$ cat src/fps_pkg.sv
// Purpose: Shared constants for the flash protection and status block.
// Assumes: Registers are byte wide and sit in the low lane of a 32-bit word.
// Notes:   Register indices are multiplied by four to form byte addresses.
package fps_pkg;

  // Address width of the register window, in byte address bits.
  localparam int unsigned ADDR_W = 6;

  // Register indices and their word-aligned byte addresses.
  localparam logic [3:0] FLASH_CONFIG_IDX   = 4'h3;
  localparam logic [3:0] PROTECT_CONFIG_IDX = 4'h4;
  localparam logic [3:0] STATUS_IDX         = 4'h5;
  localparam logic [ADDR_W-1:0] FLASH_CONFIG_ADDR   = {FLASH_CONFIG_IDX, 2'b00};
  localparam logic [ADDR_W-1:0] PROTECT_CONFIG_ADDR = {PROTECT_CONFIG_IDX, 2'b00};
  localparam logic [ADDR_W-1:0] STATUS_ADDR         = {STATUS_IDX, 2'b00};

  // Status register bit positions.
  localparam int unsigned BIT_BUF_EMPTY  = 7;
  localparam int unsigned BIT_COMPLETE   = 6;
  localparam int unsigned BIT_PROT_VIOL  = 5;
  localparam int unsigned BIT_ACC_ERR    = 4;
  localparam int unsigned BIT_ERASED     = 2;
  localparam int unsigned BIT_FAIL       = 1;
  localparam int unsigned BIT_DONE       = 0;

  // Flash configuration bit positions (interrupt enables).
  localparam int unsigned BIT_BUF_EMPTY_IE = 7;
  localparam int unsigned BIT_COMPLETE_IE  = 6;

  // Protection configuration field positions.
  localparam int unsigned BIT_PROT_OPEN = 7;
  localparam int unsigned BIT_HI_DIS    = 5;
  localparam int unsigned BIT_LO_DIS    = 2;
  localparam int unsigned HI_SIZE_LSB   = 3;
  localparam int unsigned LO_SIZE_LSB   = 0;

  // Values after reset.
  localparam logic [7:0] FLASH_CONFIG_RST   = 8'h00;
  localparam logic [7:0] PROTECT_CONFIG_RST = 8'hFF;

  // Allowed protection scenario changes: entry [from] has bit [to] set when legal.
  localparam logic [7:0] PROT_ALLOWED [8] = '{
    8'h0F, 8'h0A, 8'h0C, 8'h08, 8'h18, 8'h3C, 8'h5A, 8'hFF
  };

  // Command write sequence states, one-hot.
  typedef enum logic [2:0] {
    FPS_SEQ_IDLE = 3'b001,
    FPS_SEQ_WORD = 3'b010,
    FPS_SEQ_CMD  = 3'b100
  } fps_seq_e;

endpackage

$ cat src/fps_flash_status.sv
// Purpose: Status flags, launch gating and protection update of a flash command controller.
// Assumes: Classic Wishbone slave with 32-bit data; command logic shares clk_sys.
// Notes:   Only special_mode comes from a pin and is synchronised before use.
//
// Local design decision: register access over Wishbone.
`timescale 1ns/1ps
module fps_flash_status
  import fps_pkg::*;
(
  input  wire logic              clk_sys,
  input  wire logic              reset_n,
  // Wishbone slave.
  input  wire logic              wb_cyc_i,
  input  wire logic              wb_stb_i,
  input  wire logic              wb_we_i,
  input  wire logic [ADDR_W-1:0] wb_adr_i,
  input  wire logic [3:0]        wb_sel_i,
  input  wire logic [31:0]       wb_dat_i,
  output logic      [31:0]       wb_dat_o,
  output logic                   wb_ack_o,
  // Mode strap from a pin.
  input  wire logic              special_mode,
  // Protection load from the nonvolatile array.
  input  wire logic              prot_load,
  input  wire logic [7:0]        prot_load_value,
  // Command sequence events from the address and command decoders.
  input  wire logic              array_word_wr,
  input  wire logic              cmd_code_wr,
  input  wire logic              cmd_code_illegal,
  input  wire logic              cpu_stop,
  // Execution engine status.
  input  wire logic              cmd_fetched,
  input  wire logic              cmd_active,
  input  wire logic              prot_violation,
  input  wire logic              verify_done,
  input  wire logic              verify_blank,
  // Results.
  output logic                   cmd_launch,
  output logic                   seq_abort,
  output logic      [7:0]        protection_config,
  output logic                   irq_buffer_empty,
  output logic                   irq_complete
);

  // Pin synchroniser for the mode strap; stage one feeds stage two only.
  logic special_meta_ff;
  logic special_ff;

  // Bus handshake and read data.
  logic        ack_ff;
  logic [31:0] rdata_ff;

  // Software visible registers.
  logic [7:0] flash_config_reg_ff;       // Interrupt enables.
  logic [7:0] protection_config_reg_ff;  // Scenario in force.

  // Status flags.
  logic buffer_empty_flag_ff;
  logic command_complete_flag_ff;
  logic protect_violation_flag_ff;
  logic access_error_flag_ff;
  logic erased_flag_ff;
  logic fail_flag_ff;

  // Command write sequence tracker.
  fps_seq_e seq_ff;
  fps_seq_e nxt_seq;

  // Launch and abort pulses.
  logic launch_ff;
  logic abort_ff;

  // Registered interrupt requests.
  logic irq_empty_ff;
  logic irq_done_ff;

  // Decoded bus strobes.
  logic        req;
  logic        wr_fire;
  logic        wr_status;
  logic        wr_prot;
  logic        wr_cfg;
  logic [7:0]  wdat;
  logic [7:0]  status_view;
  logic [7:0]  prot_merged;
  logic        prot_ok;

  // Decoded sequence events.
  logic launch_now;
  logic abort_now;
  logic seq_fault;
  logic blocked;

  // Address match, shared by the read path and every write strobe.
  function automatic logic fps_hit(input logic [ADDR_W-1:0] adr,
                                   input logic [ADDR_W-1:0] target);
    fps_hit = (adr == target);
  endfunction

  // Two flip-flops bring the strap into the clock domain.
  always_ff @(posedge clk_sys or negedge reset_n) begin
    if (!reset_n) begin
      special_meta_ff <= 1'b0;
      special_ff      <= 1'b0;
    end else begin
      special_meta_ff <= special_mode;
      special_ff      <= special_meta_ff;
    end
  end

  // A request is live while cycle and strobe are high.
  assign req     = wb_cyc_i & wb_stb_i;
  // Writes take effect at the edge where the master sees ack.
  assign wr_fire = req & wb_we_i & ack_ff & wb_sel_i[0];
  assign wdat    = wb_dat_i[7:0];

  assign wr_status = wr_fire & fps_hit(wb_adr_i, STATUS_ADDR);
  assign wr_prot   = wr_fire & fps_hit(wb_adr_i, PROTECT_CONFIG_ADDR);
  assign wr_cfg    = wr_fire & fps_hit(wb_adr_i, FLASH_CONFIG_ADDR);

  // Ack follows one cycle after the request and drops the cycle after;
  // unmapped addresses are acked too and read as zero.
  always_ff @(posedge clk_sys or negedge reset_n) begin
    if (!reset_n) begin
      ack_ff <= 1'b0;
    end else begin
      ack_ff <= req & ~ack_ff;
    end
  end
  assign wb_ack_o = ack_ff;

  // Status as software sees it; fail and done hide in normal modes.
  always_comb begin
    status_view                = 8'h00;
    status_view[BIT_BUF_EMPTY] = buffer_empty_flag_ff;
    status_view[BIT_COMPLETE]  = command_complete_flag_ff;
    status_view[BIT_PROT_VIOL] = protect_violation_flag_ff;
    status_view[BIT_ACC_ERR]   = access_error_flag_ff;
    status_view[BIT_ERASED]    = erased_flag_ff;
    if (special_ff) begin
      status_view[BIT_FAIL] = fail_flag_ff;
      status_view[BIT_DONE] = ~cmd_active;
    end
  end

  // Read data is captured on the request cycle so it is stable under ack.
  always_ff @(posedge clk_sys or negedge reset_n) begin
    if (!reset_n) begin
      rdata_ff <= 32'h0000_0000;
    end else if (req & ~ack_ff) begin
      rdata_ff <= 32'h0000_0000;
      if (fps_hit(wb_adr_i, STATUS_ADDR)) begin
        rdata_ff[7:0] <= status_view;
      end else if (fps_hit(wb_adr_i, PROTECT_CONFIG_ADDR)) begin
        rdata_ff[7:0] <= protection_config_reg_ff;
      end else if (fps_hit(wb_adr_i, FLASH_CONFIG_ADDR)) begin
        rdata_ff[7:0] <= flash_config_reg_ff;
      end
    end
  end
  assign wb_dat_o = rdata_ff;

  // Interrupt enables; only the two enable bits are stored.
  always_ff @(posedge clk_sys or negedge reset_n) begin
    if (!reset_n) begin
      flash_config_reg_ff <= FLASH_CONFIG_RST;
    end else if (wr_cfg) begin
      flash_config_reg_ff                   <= 8'h00;
      flash_config_reg_ff[BIT_BUF_EMPTY_IE] <= wdat[BIT_BUF_EMPTY_IE];
      flash_config_reg_ff[BIT_COMPLETE_IE]  <= wdat[BIT_COMPLETE_IE];
    end
  end

  // Filter that judges a protection write against the current scenario.
  fps_prot_filter u_prot_filter (
    .cur_cfg    (protection_config_reg_ff),
    .wr_cfg     (wdat),
    .merged_cfg (prot_merged),
    .change_ok  (prot_ok)
  );

  // Protection register: array load wins, then filtered software writes.
  // Writes are refused in special modes since the load defines the setting there.
  always_ff @(posedge clk_sys or negedge reset_n) begin
    if (!reset_n) begin
      protection_config_reg_ff <= PROTECT_CONFIG_RST;
    end else if (prot_load) begin
      protection_config_reg_ff <= prot_load_value;
    end else if (wr_prot & ~special_ff & prot_ok) begin
      protection_config_reg_ff <= prot_merged;
    end
  end
  assign protection_config = protection_config_reg_ff;

  // Launch is refused while any error flag stands.
  assign blocked = protect_violation_flag_ff | access_error_flag_ff | fail_flag_ff;

  // Writing one to buffer-empty with a full sequence launches it.
  assign launch_now = wr_status & wdat[BIT_BUF_EMPTY] & (seq_ff == FPS_SEQ_CMD)
                      & ~blocked;

  // Writing zero after the word, before launch, aborts the sequence.
  assign abort_now = wr_status & ~wdat[BIT_BUF_EMPTY] & (seq_ff != FPS_SEQ_IDLE);

  // Out-of-order steps and an illegal code count as sequence faults.
  always_comb begin
    seq_fault = 1'b0;
    case (seq_ff)
      FPS_SEQ_IDLE: seq_fault = cmd_code_wr;
      FPS_SEQ_WORD: seq_fault = array_word_wr | (cmd_code_wr & cmd_code_illegal);
      FPS_SEQ_CMD:  seq_fault = array_word_wr | cmd_code_wr;
      default:      seq_fault = 1'b0;
    endcase
  end

  // Sequence tracker: word, then command, then launch.
  always_comb begin
    nxt_seq = seq_ff;
    case (seq_ff)
      FPS_SEQ_IDLE: begin
        if (array_word_wr) begin
          nxt_seq = FPS_SEQ_WORD;
        end
      end
      FPS_SEQ_WORD: begin
        if (seq_fault) begin
          nxt_seq = FPS_SEQ_IDLE;
        end else if (cmd_code_wr) begin
          nxt_seq = FPS_SEQ_CMD;
        end
      end
      FPS_SEQ_CMD: begin
        if (seq_fault) begin
          nxt_seq = FPS_SEQ_IDLE;
        end
      end
      default: nxt_seq = FPS_SEQ_IDLE;
    endcase
    // An abort or a launch always ends the sequence.
    if (abort_now | launch_now) begin
      nxt_seq = FPS_SEQ_IDLE;
    end
  end

  always_ff @(posedge clk_sys or negedge reset_n) begin
    if (!reset_n) begin
      seq_ff <= FPS_SEQ_IDLE;
    end else begin
      seq_ff <= nxt_seq;
    end
  end

  // Buffer-empty clears on launch and sets when the engine takes the buffer.
  // A zero write leaves it alone; a one write without a sequence also leaves it set.
  always_ff @(posedge clk_sys or negedge reset_n) begin
    if (!reset_n) begin
      buffer_empty_flag_ff <= 1'b1;
    end else if (cmd_fetched) begin
      buffer_empty_flag_ff <= 1'b1;
    end else if (launch_now) begin
      buffer_empty_flag_ff <= 1'b0;
    end
  end

  // Complete drops with buffer-empty and rises only once nothing is queued or running.
  always_ff @(posedge clk_sys or negedge reset_n) begin
    if (!reset_n) begin
      command_complete_flag_ff <= 1'b1;
    end else if (launch_now) begin
      command_complete_flag_ff <= 1'b0;
    end else if (buffer_empty_flag_ff & ~cmd_active & ~cmd_fetched) begin
      command_complete_flag_ff <= 1'b1;
    end
  end

  // Protection violation: a new event beats a clearing write.
  always_ff @(posedge clk_sys or negedge reset_n) begin
    if (!reset_n) begin
      protect_violation_flag_ff <= 1'b0;
    end else if (prot_violation) begin
      protect_violation_flag_ff <= 1'b1;
    end else if (wr_status & wdat[BIT_PROT_VIOL]) begin
      protect_violation_flag_ff <= 1'b0;
    end
  end

  // Access error: sequence faults, aborts, and a stop during execution.
  always_ff @(posedge clk_sys or negedge reset_n) begin
    if (!reset_n) begin
      access_error_flag_ff <= 1'b0;
    end else if (seq_fault | abort_now | (cpu_stop & ~command_complete_flag_ff)) begin
      access_error_flag_ff <= 1'b1;
    end else if (wr_status & wdat[BIT_ACC_ERR]) begin
      access_error_flag_ff <= 1'b0;
    end
  end

  // Erased result: set by a clean verify, cleared by the next valid launch.
  always_ff @(posedge clk_sys or negedge reset_n) begin
    if (!reset_n) begin
      erased_flag_ff <= 1'b0;
    end else if (verify_done & verify_blank) begin
      erased_flag_ff <= 1'b1;
    end else if (launch_now) begin
      erased_flag_ff <= 1'b0;
    end
  end

  // Fail: set by a failed verify in special modes; cleared by one in special modes.
  // The host is expected to clear it before starting a special-mode sequence.
  always_ff @(posedge clk_sys or negedge reset_n) begin
    if (!reset_n) begin
      fail_flag_ff <= 1'b0;
    end else if (special_ff & verify_done & ~verify_blank) begin
      fail_flag_ff <= 1'b1;
    end else if (special_ff & wr_status & wdat[BIT_FAIL]) begin
      fail_flag_ff <= 1'b0;
    end
  end

  // One-cycle launch and abort strobes to the execution engine.
  always_ff @(posedge clk_sys or negedge reset_n) begin
    if (!reset_n) begin
      launch_ff <= 1'b0;
      abort_ff  <= 1'b0;
    end else begin
      launch_ff <= launch_now;
      abort_ff  <= abort_now;
    end
  end
  assign cmd_launch = launch_ff;
  assign seq_abort  = abort_ff;

  // Interrupt requests follow flag and enable with one cycle of delay.
  always_ff @(posedge clk_sys or negedge reset_n) begin
    if (!reset_n) begin
      irq_empty_ff <= 1'b0;
      irq_done_ff  <= 1'b0;
    end else begin
      irq_empty_ff <= buffer_empty_flag_ff & flash_config_reg_ff[BIT_BUF_EMPTY_IE];
      irq_done_ff  <= command_complete_flag_ff & flash_config_reg_ff[BIT_COMPLETE_IE];
    end
  end
  assign irq_buffer_empty = irq_empty_ff;
  assign irq_complete     = irq_done_ff;

endmodule

$ cat src/fps_prot_filter.sv
// Purpose: Judges a write to the protection configuration against the current setting.
// Assumes: Purely combinational; the caller holds the register.
// Notes:   Size fields are merged first, then the scenario change is checked.
`timescale 1ns/1ps
module fps_prot_filter
  import fps_pkg::*;
(
  input  wire logic [7:0] cur_cfg,
  input  wire logic [7:0] wr_cfg,
  output logic      [7:0] merged_cfg,
  output logic            change_ok
);

  // Scenario number is formed from the open bit and the two range disables.
  function automatic logic [2:0] fps_scenario(input logic [7:0] cfg);
    fps_scenario = {cfg[BIT_PROT_OPEN], cfg[BIT_HI_DIS], cfg[BIT_LO_DIS]};
  endfunction

  // A size field only takes new data while its range is currently disabled.
  always_comb begin
    merged_cfg = wr_cfg;
    if (!cur_cfg[BIT_HI_DIS]) begin
      merged_cfg[HI_SIZE_LSB+1 -: 2] = cur_cfg[HI_SIZE_LSB+1 -: 2];
    end
    if (!cur_cfg[BIT_LO_DIS]) begin
      merged_cfg[LO_SIZE_LSB+1 -: 2] = cur_cfg[LO_SIZE_LSB+1 -: 2];
    end
  end

  // Look the requested change up in the transition table.
  assign change_ok = PROT_ALLOWED[fps_scenario(cur_cfg)][fps_scenario(wr_cfg)];

endmodule

$ cat config.mk
export PLATFORM = sky130hd
export DESIGN_NAME = fps_flash_status
export DESIGN_NICKNAME = d
export VERILOG_FILES = /design/src/fps_pkg.sv /design/src/fps_flash_status.sv /design/src/fps_prot_filter.sv
export SDC_FILE = /design/constraint.sdc
export NUM_CORES = 1
export LEC_CHECK = 0
export BUFFER_PORTS_ARGS = -buffer_cell sky130_fd_sc_hd__buf_2
export CORE_ASPECT_RATIO = 1.4
export CORE_UTILIZATION = 44
export CTS_CLUSTER_DIAMETER = 120
export DETAILED_ROUTE_END_ITERATION = 10
export HOLD_SLACK_MARGIN = 0.06
export PLACE_DENSITY = 0.91
export SYNTH_ARGS = -nofsm -noshare
export SYNTH_HDL_FRONTEND = slang
export SYNTH_SLANG_ARGS = --single-unit
$ cat constraint.sdc
create_clock -name clk_sys -period 2.3 [get_ports clk_sys]
set_clock_uncertainty 0.1 [all_clocks]
set_input_delay 0.345 -clock clk_sys [delete_from_list [all_inputs] [get_ports clk_sys]]
set_output_delay 0.345 -clock clk_sys [all_outputs]
set_load 0.03 [all_outputs]
# Word-level counts from Yosys, hierarchy flattened
# Memory sizes are Yosys's and may differ from the RTL's.
# Cells that the tools add are included.
# totals
inputBits,66
elab_cells,118
ff_bits,34
memories,1
rom_bits,64
# memory_table
memory,depth,width,rd,rd_clocked_by_memory_dff,write_ports,line,rtl
(name not given),8,8,1,0,0,fps_prot_filter.sv:31,assign change_ok = PROT_ALLOWED[fps_scenario(cur_cfg)][fps_scenario(wr_cfg)];
# classes
bitwise_logic,44
n_reduce_logical,12
n_lt_le_gt_ge,2
n_mux,30
eq_ne,10
# op_table
cell,count
$mux 8,7
$and 1x1->1,28
$reduce_bool 2->1,9
$mux 3,5
$eq 6x5->1 const B,2
$mux 1,12
$pmux 3 s3,1
$not 1->1,8
$or 1x1->1,7
$eq 6x4->1 const B,1
$mux 2,3
$ge 4x4->1 const B,1
$lt 3x4->1 const B,1
$ne 4x4->1 const B,1
$not 3->4,1
$reduce_and 2->1,2
$bmux 1 s3,1
$eq 3x1->1 const B,1
$eq 3x2->1 const B,1
$eq 3x3->1 const B,1
$ne 3x1->1 const B,1
$ne 3x2->1 const B,1
$ne 3x3->1 const B,1
$pmux 1 s3,1
$reduce_and 3->1,1

# Longest topological paths before layout
# depth
depth_word,11
mapped_depth,7
depth_no_buf,6

# Hierarchy
# Synthesis repeated with hierarchy kept, for this count alone.
# hier_totals
hier_cells,185
area_unflattened_um2,1954.4
# by_module_without_submodules
module,cells_per_inst,area_per_inst_um2,n_inst
fps_flash_status,163,1780.5,1
fps_prot_filter,22,173.9,1

# Worst setup path before layout
# OpenSTA, ideal clock, no wires.
# synth_timing
path_type,input to register
startpoint,input wb_adr_i[5]
endpoint,register protection_config_reg_ff[4] (netlist: protection_config[4])
slack_ns,0.033
stages,6
required_time_ns,2.117
setup_time_ns,0.083
t_arrival_ns,2.084
path_cell_list,or4b_4 -> or4_4 -> a2111oi_4 -> buf_6 -> nand2_2 -> a221o_1
# synth_via
elab_chain_len,6
# synth_rtl
item,line,rtl
"start, declared",fps_flash_status.sv:16,"input wire logic [ADDR_W-1:0] wb_adr_i,"
$eq 6x5->1,fps_flash_status.sv:97,fps_hit = (adr == target);
$and 1x1->1,fps_flash_status.sv:118,"assign wr_prot = wr_fire & fps_hit(wb_adr_i, PROTECT_CONFIG_ADDR);"
$and 1x1->1 (2 in a row),fps_flash_status.sv:189,end else if (wr_prot & ~special_ff & prot_ok) begin
$reduce_bool 2->1 (no source line),--,
$reduce_and 2->1 (no source line),--,
"end signal, assigned",fps_flash_status.sv:188,protection_config_reg_ff <= prot_load_value;
"end signal, assigned",fps_flash_status.sv:190,protection_config_reg_ff <= prot_merged;
"end, declared",fps_flash_status.sv:55,logic [7:0] protection_config_reg_ff;
# Every way passes these cells.
# A chain may end at the register's enable or synchronous reset.

# Final worst setup path
# layout_timing
startpoint,register protection_config_reg_ff[5] (netlist: protection_config[5])
endpoint,register protection_config_reg_ff[4] (netlist: protection_config[4])
# layout_via
elab_chain_len,9
word_cells_on_any_way,10
classes_between,mux (4); bitwise (2); reduce/logical (3); memory (1)
# layout_rtl
item,line
$not 3->4 (not written as such),fps_prot_filter.sv:31
$mem_v2 8x8,--
$mux 8 (not written as such) (2 in a row),fps_prot_filter.sv:31
$bmux 1 s3,fps_prot_filter.sv:31
$mux 1 (not written as such),fps_prot_filter.sv:31
$and 1x1->1,fps_flash_status.sv:189
$reduce_bool 2->1 (no source line),--
$reduce_and 2->1 (no source line) *,--
# Every way passes the cells marked *; elsewhere a longest branch is shown, timed or not. The select of a mux whose other input is x is not followed.

==> results by group <==
Status
  – Status: complete, no violations

Floorplanning
  – Die ar.: 4687 µm²
  – FP Rows: 28
  – Core ar.: 4239 µm²
  – Top Ports: 111
  – Initial Util: 45.81%
  – Die Y: 80.61 µm
  – Die W: 58.15 µm

CTS
  – TritonCTS clock tree: built
  – Clock root buffer master: clkbuf_8
  – Worst skew pair latency: 0.29 ns
  – Num CTS Buffers: 5
  – Clock sinks: 34
  – Clock buffer depth: 2
  – H-tree depth: 2
  – Reg clk slew, reported paths: 0.07 ns

STA
  – Fin crit period: 2.163 ns
  – Max Clock Freq: 0.4623 GHz
  – Setup TNS: 0 ns
  – Actual slew at the worst max-slew pin: 0.7545 ns
  – Slew Limit Fails: 0
  – Final hold violations: 0
  – Final setup fails: 0
  – Slew HR: 49.70%
  – RSZ-0062 raised after global routing: false
  – Share of the clock period used by the worst path: 94.04%

Global route
  – Final global-route overflow total: 0
  – Largest net degree at the start of global routing: 35
  – First-pass GRT wire length: 7.120 mm
  – Initial antenna violation count: 0
  – Vias in the first global route: 1,612
  – Total track usage: 20.90%

Synth
  – Ys async rst share: 100.0%
  – Commonest cells in the netlist: buf_4 (24), dfrtp_1 (23), nand2_1 (17)
  – Synth Area per Inst: 9.709 µm²
  – Post-synth top area share: 29.64%
  – Ys flop type: dfrtp_1
  – EDFF count, synth: 0
  – Area leader, netlist: dfrtp_1
  – Count leader, synth: buf_4
  – Cell variety after synth: 45
  – Syn Std Cell Area: 1942 µm²
  – Ys Warns: 0
  – Syn Inst Count: 200
  – Post-synthesis sequential area ratio: 44.52%
  – Synth area leaders: dfrtp_1 (30%), dfstp_2 (15%), buf_4 (9.3%), nand2_1 (3.3%), nor2b_1 (3.2%)
  – Seq cells post-synth: 34

Layout
  – Nets: 341
  – Diodes inserted: 0
  – Proportion of layout cells with a drive suffix above 1: 35.77%
  – Multi-input logic area: 927.1 µm²
  – Fin cells: 334
  – # fillers: 368
  – Register area: 864.6 µm²
  – Area grow syn2layout: 23.45%

Place
  – Final HPWL DP: 3.489 mm
  – Post-placement cell count: 320
  – Routability cong.: 0.8371
  – IO Port Bufs: 59

Worst setup path
  – Element type at the critical path end: register
  – Kind of start point of the critical path: register
  – Worst Path Required: 2.42 ns
  – Slowest cell delay on critical path: 0.60 ns
  – Buf+Inv Stages, Crit Path: 1
  – Crit-path leading delay family: compound AO/OA/AOI/OAI gates
  – Crit path cell chain: ha_1 > a21oi_1 > o31ai_1 > a2111oi_4 > buf_4 > nand2_2 > a221o_1
  – Slowest cell on the critical path: dfstp_2
  – Arr. time, crit path: 2.29 ns
  – Crit path kind: reg -> reg
  – Max FO, Critical Path: 8

Drt
  – DR pass1 iterations: 4
  – Vias per cell: 5.198
  – Number of DRC markers in iteration 0: 82
  – Wire per inst: 13.77 µm
  – Vias: 1,736
  – Residual antenna-violating net count after detailed routing: 0
  – DRC Markers: 0
  – WL final: 4.600 mm

Power and ir drop
  – Overall power: 1.456 mW
  – Pwr dens: 607.5 nW/µm²
  – Worst VDD drop: 0.0003031 V
  – Leak: 1.173 nW

Hold path
  – Min-Delay Path Class: in -> reg

Run
  – Max_cap viols: 0
[registers in the layout, summed over array words and instances (netlist names), 2 cells and up]
signal / count
seq_ff: 3
wb_dat_o: 8
flash_config_reg_ff: 2
protection_config: 8
[layout make-up]
type                       count  share of cell area [%]
multi-input combinational    150                   38.67
sequential                    34                   36.06
timing repair buffer          73                   16.91
clock buffer                   7                   3.601
tap                           60                   3.132
inverter                       9                   1.409
clock inverter                 1                  0.2088
[kinds of logic after synthesis]
group | share of synthesized area, %
buf+inv | 12.56
fa+ha+maj | 1.288
flops | 44.52
simple gates | 21.65
compound gates | 18.62
other cells | 0.1931
mux | 1.160
[timing repair]
| action | in CTS | in global routing |
|---|---|---|
| endpoints found under the setup margin | 1 | 2 |
| cloned | 0 | 0 |
| endpoints found under the hold margin | 24 | 0 |
| resized for setup | 1 | 0 |
| buffers inserted | 0 | 4 |
| hold buffers | 2 | 0 |
[layout by cell type, fill, tap and decap left out, drive strengths merged, types with 4 or more instances in the layout]
master	count
buf	71
dfrtp	23
nand2b	4
nor2	12
o21ai	5
a21o	4
nand3	6
a21oi	6
nand2	18
inv	9
nor2b	10
a221o	4
dfstp	11
nor3	6
conb	24
and2	4
clkbuf	7
o31ai	4
[metrics by stage]
step / util, % / cell area (µm²) / setup WS [ns] / hold slack [ns]
floorplan: - / 2028 / 0.03274 / -0.05059
global placement: 53.04 / 2248 / -0.1271 / 0.2363
detailed placement: 53.04 / 2248 / -0.1439 / 0.2373
CTS: 55.84 / 2367 / 0.09789 / 0.1437
global route: 56.55 / 2397 / 0.02282 / 0.1434
finish: 56.55 / 2397 / 0.1371 / 0.1508
[metal layers]
| metal | vias to the layer above | global-route usage, % | routed length, µm |
|---|---|---|---|
| li1 | 820 | - | - |
| met5 | - | 0 | 0 |
| met3 | 9 | 6.924 | 280 |
| met4 | 0 | 12.62 | 121 |
| met2 | 84 | 33.68 | 2349 |
| met1 | 823 | 23.60 | 1848 |
[report_power, final]
part / internal, mW / switching, mW / leakage, nW / total, mW
Clock: 0.241 / 0.217 / 0.0482 / 0.458
Combinational: 0.111 / 0.213 / 0.721 / 0.325
Sequential: 0.643 / 0.0305 / 0.403 / 0.674
[worst paths after layout]
check	depth (start not counted)	to	slack [ns]	from
min in group asynchronous	2	wb_dat_o[3]	0.56	reset_n
hold / removal	2	buffer_empty_flag_ff	0.15	cmd_fetched
max in group asynchronous	2	irq_complete	1.06	reset_n
setup / recovery	7	protection_config[4]	0.14	protection_config[5]
setup reg to reg	7	protection_config[4]	0.14	protection_config[5]
hold reg to reg	0	special_ff	0.25	special_meta_ff
Power figures use the tool's default switching activity.
